## config.mk

```make
export PLATFORM = sky130hd
export DESIGN_NAME = spi_audio_error_config
export DESIGN_NICKNAME = d
export VERILOG_FILES = /design/src/hdl/spi_audio_pkg.sv /design/src/hdl/spi_audio_error_config.sv
export SDC_FILE = /design/constraint.sdc
export NUM_CORES = 1
export LEC_CHECK = 0
export ABC_AREA = 0
export BUFFER_PORTS_ARGS = -buffer_cell sky130_fd_sc_hd__buf_2
export CORE_MARGIN = 2
export CORE_UTILIZATION = 50
export DETAILED_ROUTE_END_ITERATION = 16
export PLACE_DENSITY = 0.66
export SYNTH_ARGS = -nofsm -noshare
export SYNTH_HDL_FRONTEND = slang
export SYNTH_SLANG_ARGS = --single-unit
```

## constraint.sdc

```tcl
create_clock -name CLK_I -period 10.75 [get_ports CLK_I]
set_input_delay 2.15 -clock CLK_I [delete_from_list [all_inputs] [get_ports CLK_I]]
set_output_delay 2.15 -clock CLK_I [all_outputs]
set_load 0.02 [all_outputs]
```

## src/hdl/spi_audio_pkg.sv

```systemverilog
// Constants, field layout and types of the serial audio unit with its second control register.
// Function
// - rx_sign_extend set sign-extends words read from FIFO
// - frame_err_event_en gates frame errors onto error events
// - rx_overflow_event_en gates receive overflow onto events
// - tx_underrun_event_en gates transmit underrun onto events
// - ignore_rx_overflow keeps running, FIFO never overwritten
// - Otherwise receive overflow halts serial operation
// - ignore_tx_underrun sends zeros until buffer refills
// - Otherwise transmit underrun halts serial operation
// - audio_protocol_en selects audio codec framing
// - audio_mono repeats each word on both channels
// - Audio fields writable only while module disabled
// - Mono and format matter only with audio enabled
// - Bits 31 to 16 read zero, ignore writes
package spi_audio_pkg;

    // Register byte offsets
    localparam logic [7:0] CTRL1_OFS = 8'h00;
    localparam logic [7:0] CTRL2_OFS = 8'h04;
    localparam logic [7:0] TXDATA_OFS = 8'h08;
    localparam logic [7:0] RXDATA_OFS = 8'h0C;
    localparam logic [7:0] STATUS_OFS = 8'h10;
    localparam logic [7:0] MASK_OFS = 8'h14;

    // First control register
    localparam int MODULE_ON_BIT = 15;

    // serial_control_two fields
    localparam int SGNEXT_BIT = 15;
    localparam int FRAME_ERR_EN_BIT = 12;
    localparam int RX_OVF_EN_BIT = 11;
    localparam int TX_UNDR_EN_BIT = 10;
    localparam int IGNORE_OVF_BIT = 9;
    localparam int IGNORE_UNDR_BIT = 8;
    localparam int AUDIO_EN_BIT = 7;
    localparam int MONO_BIT = 3;
    localparam int FMT_LSB = 0;
    localparam logic [31:0] CTRL2_WMASK = 32'h0000_9F8B;
    localparam logic [31:0] CTRL2_LOCKED = 32'h0000_008B;

    // Status and mask layout
    localparam int ST_FRM_BIT = 0;
    localparam int ST_OVF_BIT = 1;
    localparam int ST_UNDR_BIT = 2;
    localparam int ST_HALT_BIT = 8;
    localparam int ST_TXFULL_BIT = 9;
    localparam int ST_RXEMPTY_BIT = 10;

    // Reset values
    localparam logic CTRL1_RESET = 1'b0;
    localparam logic [31:0] CTRL2_RESET = 32'h0000_0000;
    localparam logic [2:0] STATUS_RESET = 3'h0;
    localparam logic [2:0] MASK_RESET = 3'h0;

    typedef enum logic [1:0] {
        FMT_I2S = 2'b00,
        FMT_LEFT = 2'b01,
        FMT_RIGHT = 2'b10,
        FMT_PCM = 2'b11
    } audio_fmt_t;

endpackage

```

## src/hdl/spi_audio_error_config.sv

```systemverilog
// Serial audio unit: APB registers, sampled-clock slave link, error events and interrupt.
`timescale 1ns/1ps
module spi_audio_error_config
    import spi_audio_pkg::*;
#(
    parameter int WIDTH = 16,
    parameter int SLOT = 32,
    parameter int RX_DEPTH = 4
) (
    input wire logic CLK_I,
    input wire logic RST_I,
    input wire logic PSEL_I,
    input wire logic PENABLE_I,
    input wire logic PWRITE_I,
    input wire logic [7:0] PADDR_I,
    input wire logic [31:0] PWDATA_I,
    output logic [31:0] PRDATA_O,
    output logic PREADY_O,
    output logic PSLVERR_O,
    input wire logic SCK_I,
    input wire logic FS_I,
    input wire logic SDI_I,
    output logic SDO_O,
    output logic IRQ_O
);
    localparam int PW = 6;
    localparam int AW = $clog2(RX_DEPTH);
    localparam logic [PW-1:0] W_P = PW'(WIDTH);
    localparam logic [PW-1:0] LAST_P = PW'(WIDTH - 1);
    localparam logic [PW-1:0] RJ_OFF = PW'(SLOT - WIDTH);
    localparam logic [PW-1:0] POS_MAX = 6'h3F;
    localparam logic [AW:0] DEPTH_P = (AW + 1)'(RX_DEPTH);

    // Synchronisers and previous samples
    logic [1:0] sck_s_q;
    logic [1:0] fs_s_q;
    logic [1:0] sdi_s_q;
    logic sck_l_q;
    logic fs_l_q;

    logic on_q;
    logic [31:0] ctrl2_q;
    logic [2:0] status_q;
    logic [2:0] mask_q;
    logic halted_q;

    logic pready_q;
    logic pslverr_q;
    logic [31:0] prdata_q;

    logic [PW-1:0] pos_q;
    logic ws_last_q;
    logic [PW-1:0] rx_cnt_q;
    logic [WIDTH-1:0] rx_sh_q;
    logic [WIDTH-1:0] tx_buf_q;
    logic tx_full_q;
    logic [WIDTH-1:0] tx_sh_q;
    logic [WIDTH-1:0] last_word_q;
    logic sdo_q;
    logic irq_q;

    logic [WIDTH-1:0] rx_mem [RX_DEPTH];
    logic [AW:0] rx_wp_q;
    logic [AW:0] rx_rp_q;

    always_ff @(posedge CLK_I or posedge RST_I) begin
        if (RST_I) begin
            sck_s_q <= 2'h0;
            fs_s_q <= 2'h3;
            sdi_s_q <= 2'h0;
            sck_l_q <= 1'b0;
            fs_l_q <= 1'b1;
        end else begin
            sck_s_q <= {sck_s_q[0], SCK_I};
            fs_s_q <= {fs_s_q[0], FS_I};
            sdi_s_q <= {sdi_s_q[0], SDI_I};
            sck_l_q <= sck_s_q[1];
            fs_l_q <= fs_s_q[1];
        end
    end

    logic sck_rise;
    logic sck_fall;
    logic fs_now;
    logic sdi_now;
    assign sck_rise = sck_s_q[1] & ~sck_l_q;
    assign sck_fall = ~sck_s_q[1] & sck_l_q;
    assign fs_now = fs_s_q[1];
    assign sdi_now = sdi_s_q[1];

    // Effective mode
    logic aud_en;
    logic mono;
    audio_fmt_t fmt;
    logic run;
    logic active;
    logic [PW-1:0] off;
    assign aud_en = ctrl2_q[AUDIO_EN_BIT];
    assign mono = aud_en & ctrl2_q[MONO_BIT];
    assign fmt = aud_en ? audio_fmt_t'(ctrl2_q[FMT_LSB +: 2]) : FMT_LEFT;
    assign run = on_q & ~halted_q;
    assign active = aud_en | ~fs_now;

    always_comb begin
        case (fmt)
            FMT_I2S: off = 6'h01;
            FMT_LEFT: off = 6'h00;
            FMT_RIGHT: off = RJ_OFF;
            FMT_PCM: off = 6'h01;
            default: off = 6'h00;
        endcase
    end

    // Slot boundary: channel change, PCM sync pulse, or select fall
    function automatic logic frame_edge(input logic ws, input logic last);
        frame_edge = aud_en ? ((fmt == FMT_PCM) ? (ws & ~last) : (ws ^ last)) : (~ws & last);
    endfunction

    function automatic logic start_at(input logic [PW-1:0] p);
        start_at = aud_en ? ((p == off) || ((fmt == FMT_PCM) && (p == off + W_P))) : (p == 6'h00);
    endfunction

    function automatic logic [PW-1:0] pos_inc(input logic [PW-1:0] p);
        pos_inc = (!aud_en && p == LAST_P) ? 6'h00 : ((p == POS_MAX) ? p : p + 6'h01);
    endfunction

    logic edge_r;
    logic [PW-1:0] pos_n;
    assign edge_r = frame_edge(fs_now, ws_last_q);
    assign pos_n = edge_r ? 6'h00 : pos_inc(pos_q);

    // Receive events
    logic rx_start;
    logic rx_busy;
    logic rx_done;
    logic [WIDTH-1:0] rx_word;
    logic rx_full;
    logic rx_empty;
    logic frm_evt;
    logic ovf_evt;
    assign rx_busy = rx_cnt_q != 6'h00;
    assign rx_start = run & active & sck_rise & start_at(pos_n);
    assign rx_done = run & active & sck_rise & (rx_cnt_q == LAST_P);
    assign rx_word = {rx_sh_q[WIDTH-2:0], sdi_now};
    assign rx_full = (rx_wp_q - rx_rp_q) == DEPTH_P;
    assign rx_empty = rx_wp_q == rx_rp_q;
    assign frm_evt = run & rx_busy & (rx_cnt_q != LAST_P)
        & ((sck_rise & active & (edge_r | rx_start)) | (~aud_en & fs_now & ~fs_l_q));
    assign ovf_evt = rx_done & rx_full;

    // Transmit events
    logic tx_load;
    logic tx_right;
    logic tx_repeat;
    logic undr_evt;
    assign tx_load = run & active & ((sck_fall & start_at(pos_n)) | (~aud_en & ~fs_now & fs_l_q));
    assign tx_right = aud_en & ((fmt == FMT_PCM) ? (pos_n >= off + W_P) : fs_now);
    assign tx_repeat = mono & tx_right;
    assign undr_evt = tx_load & ~tx_repeat & ~tx_full_q;

    // APB decode
    logic acc;
    logic done;
    logic wr;
    logic rd;
    logic mapped;
    logic [WIDTH-1:0] rx_head;
    logic [31:0] rx_rdata;
    logic [31:0] rdata;
    assign acc = PSEL_I & PENABLE_I;
    assign done = acc & pready_q;
    assign wr = done & PWRITE_I & ~pslverr_q;
    assign rd = done & ~PWRITE_I & ~pslverr_q;
    assign mapped = (PADDR_I == CTRL1_OFS) || (PADDR_I == CTRL2_OFS) || (PADDR_I == TXDATA_OFS)
        || (PADDR_I == RXDATA_OFS) || (PADDR_I == STATUS_OFS) || (PADDR_I == MASK_OFS);
    assign rx_head = rx_mem[rx_rp_q[AW-1:0]];

    assign rx_rdata = rx_empty ? 32'h0000_0000
        : {{(32 - WIDTH){ctrl2_q[SGNEXT_BIT] & rx_head[WIDTH-1]}}, rx_head};

    always_comb begin
        rdata = 32'h0000_0000;
        case (PADDR_I)
            CTRL1_OFS: rdata[MODULE_ON_BIT] = on_q;
            CTRL2_OFS: rdata = ctrl2_q & CTRL2_WMASK;
            RXDATA_OFS: rdata = rx_rdata;
            STATUS_OFS: begin
                rdata[2:0] = status_q;
                rdata[ST_HALT_BIT] = halted_q;
                rdata[ST_TXFULL_BIT] = tx_full_q;
                rdata[ST_RXEMPTY_BIT] = rx_empty;
            end
            MASK_OFS: rdata[2:0] = mask_q;
            default: rdata = 32'h0000_0000;
        endcase
    end

    // Answer in the second access cycle
    always_ff @(posedge CLK_I or posedge RST_I) begin
        if (RST_I) begin
            pready_q <= 1'b0;
            pslverr_q <= 1'b0;
            prdata_q <= 32'h0000_0000;
        end else begin
            pready_q <= acc & ~pready_q;
            if (acc & ~pready_q) begin
                pslverr_q <= ~mapped;
                prdata_q <= (mapped && !PWRITE_I) ? rdata : 32'h0000_0000;
            end else if (done) begin
                pslverr_q <= 1'b0;
            end
        end
    end

    // Control registers
    logic [31:0] c2_wmask;
    assign c2_wmask = on_q ? (CTRL2_WMASK & ~CTRL2_LOCKED) : CTRL2_WMASK;

    always_ff @(posedge CLK_I or posedge RST_I) begin
        if (RST_I) begin
            on_q <= CTRL1_RESET;
            ctrl2_q <= CTRL2_RESET;
            mask_q <= MASK_RESET;
        end else if (wr) begin
            if (PADDR_I == CTRL1_OFS) begin
                on_q <= PWDATA_I[MODULE_ON_BIT];
            end
            if (PADDR_I == CTRL2_OFS) begin
                ctrl2_q <= (ctrl2_q & ~c2_wmask) | (PWDATA_I & c2_wmask);
            end
            if (PADDR_I == MASK_OFS) begin
                mask_q <= PWDATA_I[2:0];
            end
        end
    end

    // Condition flags: set wins over write-one-to-clear
    logic [2:0] evt;
    logic [2:0] st_clr;
    assign evt = {undr_evt, ovf_evt, frm_evt};
    assign st_clr = (wr && PADDR_I == STATUS_OFS) ? PWDATA_I[2:0] : 3'h0;

    always_ff @(posedge CLK_I or posedge RST_I) begin
        if (RST_I) begin
            status_q <= STATUS_RESET;
        end else begin
            status_q <= (status_q & ~st_clr) | evt;
        end
    end

    // Critical errors stop the link until the module is switched off
    always_ff @(posedge CLK_I or posedge RST_I) begin
        if (RST_I) begin
            halted_q <= 1'b0;
        end else if (!on_q) begin
            halted_q <= 1'b0;
        end else if (ovf_evt && !ctrl2_q[IGNORE_OVF_BIT]) begin
            halted_q <= 1'b1;
        end else if (undr_evt && !ctrl2_q[IGNORE_UNDR_BIT]) begin
            halted_q <= 1'b1;
        end
    end

    // Slot position and receive shifter
    always_ff @(posedge CLK_I or posedge RST_I) begin
        if (RST_I) begin
            pos_q <= 6'h00;
            ws_last_q <= 1'b1;
            rx_cnt_q <= 6'h00;
            rx_sh_q <= '0;
        end else if (!run || !active) begin
            pos_q <= 6'h00;
            ws_last_q <= fs_now;
            rx_cnt_q <= 6'h00;
        end else if (sck_rise) begin
            pos_q <= pos_n;
            ws_last_q <= fs_now;
            if (rx_start) begin
                rx_cnt_q <= (WIDTH == 1) ? 6'h00 : 6'h01;
                rx_sh_q <= {rx_sh_q[WIDTH-2:0], sdi_now};
            end else if (rx_busy) begin
                rx_cnt_q <= (rx_cnt_q == LAST_P) ? 6'h00 : rx_cnt_q + 6'h01;
                rx_sh_q <= rx_word;
            end
        end
    end

    // Receive FIFO
    always_ff @(posedge CLK_I or posedge RST_I) begin
        if (RST_I) begin
            rx_wp_q <= '0;
            rx_rp_q <= '0;
        end else begin
            if (rx_done && !rx_full) begin
                rx_wp_q <= rx_wp_q + (AW + 1)'(1);
            end
            if (rd && PADDR_I == RXDATA_OFS && !rx_empty) begin
                rx_rp_q <= rx_rp_q + (AW + 1)'(1);
            end
        end
    end

    always_ff @(posedge CLK_I) begin
        if (rx_done && !rx_full) begin
            rx_mem[rx_wp_q[AW-1:0]] <= rx_word;
        end
    end

    // Transmit buffer and shifter
    always_ff @(posedge CLK_I or posedge RST_I) begin
        if (RST_I) begin
            tx_buf_q <= '0;
            tx_full_q <= 1'b0;
            tx_sh_q <= '0;
            last_word_q <= '0;
            sdo_q <= 1'b0;
        end else begin
            if (tx_load) begin
                if (tx_repeat) begin
                    tx_sh_q <= last_word_q;
                    sdo_q <= last_word_q[WIDTH-1];
                end else if (tx_full_q) begin
                    tx_sh_q <= tx_buf_q;
                    last_word_q <= tx_buf_q;
                    sdo_q <= tx_buf_q[WIDTH-1];
                end else begin
                    tx_sh_q <= '0;
                    last_word_q <= '0;
                    sdo_q <= 1'b0;
                end
            end else if (run && active && sck_fall) begin
                tx_sh_q <= {tx_sh_q[WIDTH-2:0], 1'b0};
                sdo_q <= tx_sh_q[WIDTH-2];
            end else if (!run) begin
                sdo_q <= 1'b0;
            end
            if (wr && PADDR_I == TXDATA_OFS && (!tx_full_q || (tx_load && !tx_repeat))) begin
                tx_buf_q <= PWDATA_I[WIDTH-1:0];
                tx_full_q <= 1'b1;
            end else if (tx_load && !tx_repeat) begin
                tx_full_q <= 1'b0;
            end
        end
    end

    // Error indication
    logic [2:0] evt_en;
    assign evt_en = {ctrl2_q[TX_UNDR_EN_BIT], ctrl2_q[RX_OVF_EN_BIT], ctrl2_q[FRAME_ERR_EN_BIT]};

    always_ff @(posedge CLK_I or posedge RST_I) begin
        if (RST_I) begin
            irq_q <= 1'b0;
        end else begin
            irq_q <= |(status_q & mask_q & evt_en);
        end
    end

    assign PRDATA_O = prdata_q;
    assign PREADY_O = pready_q;
    assign PSLVERR_O = pslverr_q;
    assign SDO_O = sdo_q;
    assign IRQ_O = irq_q;

endmodule

```

==> run metrics <==
Crit path required time=11.07 ns; Via density=5.80; most frequent CP cell=ha_1; cts bufs inserted=17; initial antenna violation count=0; root buffer cell=clkbuf_16; Core Rows=48; Top-Level Pins=84; GRT overflow=0; period utilisation layout=0.458; Crit Path Max Fanout=24; Peak VDD IR=0.000136 V; hold crit path type=reg -> reg; Synth area leaders=dfrtp_1, edfxtp_1, mux2_2; Setup Buffers After CTS=0; net count after synthesis=755; Final Util=0.567; dpl hpwl=12400 um; RSZ-0062 raised after global routing=false; Top Family by Delay on Critical Path=compound AO/OA/AOI/OAI gates; WP buf/inv=1; Synth Instances=690; Fillers=1418; core area=17200 um2; Worst Path Arrival=5.24 ns; Starting Density=0.511; final setup margin=5.83 ns; drt wl/cell=18.9 um; top_reg_cell synth=dfrtp_1; worst slew pin tran=1.10 ns; CTS Hold Bufs=0; TritonCTS clock tree=yes; Area Growth Syn to Fin=10.9%; post-synthesis sequential area ratio=0.585; Placed Area=9200 um2; GRT Total Usage=0.209; yosys synthesis warning count=0; EDFF count, synth=64; Final min period=4.92 ns; # nets final=798; CTS Buffer Depth=2; Lkg Pwr=4.03 nW; busiest grt layer=met2; Fin Setup TNS=0 ns; Mean Syn Cell Area=12.8 um2; remaining antenna violation count=0; remaining routing DRC violations=0; die area=18700 um2; First DRT Iteration DRCs=455; Post-Place Worst Slack=5.85 ns; met1 usage=0.275; Crit Path Class=reg -> reg; register area=5150 um2; Max Freq=0.203 GHz; CP max-delay cell=a41o_1; skew final=0.0119 ns; RePlAce Congestion=0.754; clk sink count=193; outcome=finished, final reports clean; routed vias=5634; share of layout cells above drive strength 1=0.256; Hold Vio Cnt, Final=0; Max Cap Viol=0; first drt pass iteration count=5; setup violators final=0; met2 global-route usage=0.350; met3 Usage GRT=0.0452; power per standard cell area=145 nW/um2; Slew Limit Fails=0; Antenna diodes=0; final hold slack=0.358 ns; post-route cell area=9770 um2; FFs w/ async S/R, synth=0.668; clk slew on worst S/H paths=0.08 ns; first-pass GRT wire length=29600 um; most area-hungry cell type in the Yosys netlist=dfrtp_1; cts repair resizes=0; multi-input logic area=3250 um2; #FFs+latches synth=193; largest net degree at the start of global routing=46; crit end category=flop; Syn Std Cell Area=8810 um2; vias in the first global route=5501; Die Wd=137 um; H-Tree Depth=4; clk_lat worst skew=0.44 ns; critical path's largest stage delay=0.79 ns; Slew HR=0.258; WL final=18300 um; unique cell type count in the Yosys netlist=69; CP cell instances=nor2b_1, inv_1, ha_1, or2_2, a31oi_4, nor2_2, and2_1, ha_1, nand3_1, a311oi_4, o21ba_2, a41o_1, mux2_2; crit start category=flop; share of the synthesized area in the top cell type=0.355; Die Ht=137 um; Port Buffer Count=67
[layout by cell type, fill, tap and decap left out, types with 14 or more instances in the layout]
cell       netlist  routed
a21oi_1         26      26
a31oi_1         14      14
buf_2            8      67
clkbuf_16        0      17
dfrtp_1        125     125
edfxtp_1        64      64
ha_1            17      17
inv_1           31      30
mux2_2          39      39
mux2i_1         15      15
mux4_2          16      16
nand2_1         48      48
nand3_1         29      29
nor2_1          32      32
o21ai_0         24      24
[worst register-to-register path, delay by kind of cell, from the launching register on]
family	cells	cell delay (ns)
simple gates	5	1.05
buf+inv	1	0.06
compound gates	4	1.98
mux	1	0.41
fa+ha+maj	2	0.60
flops	1	0.71
[registers in the layout, indices dropped and copies added (netlist names), 3 cells and up, named ones only]
| register | count |
|---|---|
| rx_mem | 64 |
| rx_sh_q | 15 |
| rx_cnt_q | 6 |
| rx_rp_q | 3 |
| status_q | 3 |
| mask_q | 3 |
| last_word_q | 16 |
| pos_q | 6 |
| rx_wp_q | 3 |
| ctrl2_q | 6 |
| tx_sh_q | 15 |
| tx_buf_q | 16 |
| PRDATA_O | 17 |
[cell usage after synthesis, types with 16 or more instances]
cell / count
edfxtp_1: 64
ha_1: 17
nor2_1: 32
a21oi_1: 26
inv_1: 31
nand2_1: 48
mux4_2: 16
mux2_2: 39
buf_4: 18
clkbuf_1: 21
nand3_1: 29
o21ai_0: 24
dfrtp_1: 125
[worst paths after layout]
check | from | endpoint | slack (ns) | cells after the start
setup reg to reg | flop | tx_buf_q[6]$_DFFE_PP0P_ | 5.83 | 13
max in group asynchronous | RST_I | last_word_q[5]$_DFFE_PP0N_ | 7.95 | 3
setup / recovery | flop | tx_buf_q[6]$_DFFE_PP0P_ | 5.83 | 13
hold / removal | fs_s_q[0]$_DFF_PP1_ | fs_s_q[1]$_DFF_PP1_ | 0.36 | 0
hold reg to reg | fs_s_q[0]$_DFF_PP1_ | fs_s_q[1]$_DFF_PP1_ | 0.36 | 0
min in group asynchronous | RST_I | mask_q[1]$_DFFE_PP0P_ | 1.79 | 2
[power breakdown]
group          switching (mW)  internal [mW]
clock network           0.300          0.311
registers             0.00307          0.759
logic                  0.0277         0.0116
total                   0.331           1.08
[kinds of logic (layout without fill, tap and decap cells)]
family,count (synthesis),after routing,share of synthesized area
and+or+nand+nor,174,174,0.0993
muxes,81,81,0.122
buffers and inverters,82,138,0.0463
AOI/OAI and AO/OA,135,135,0.115
adders and majority gates,17,17,0.0241
xor gates and xnor gates,8,8,0.00795
DFF,193,193,0.585
[through the flow]
| step | power [mW] | cells |
|---|---|---|
| CTS | 1.42 | 971 |
| global route | 1.46 | 971 |
| finish | 1.41 | 971 |
| global placement | 0.816 | 939 |
| detailed placement | 0.818 | 939 |
| floorplan | 0.801 | 690 |
[final cells by class]
type | count | share of cell area
timing repair buffer | 75 | 0.0405
clock buffer | 19 | 0.0443
clock inverter | 13 | 0.0141
inverter | 31 | 0.0122
multi-input combinational | 415 | 0.332
tap | 225 | 0.0288
sequential | 193 | 0.528
[per-layer routing]
layer	routed length, um	share of wire
met4	268	0.015
met3	769	0.042
met5	0	0
met1	7990	0.44
met2	9300	0.51
Note: power is estimated with default switching activity, not from simulation.
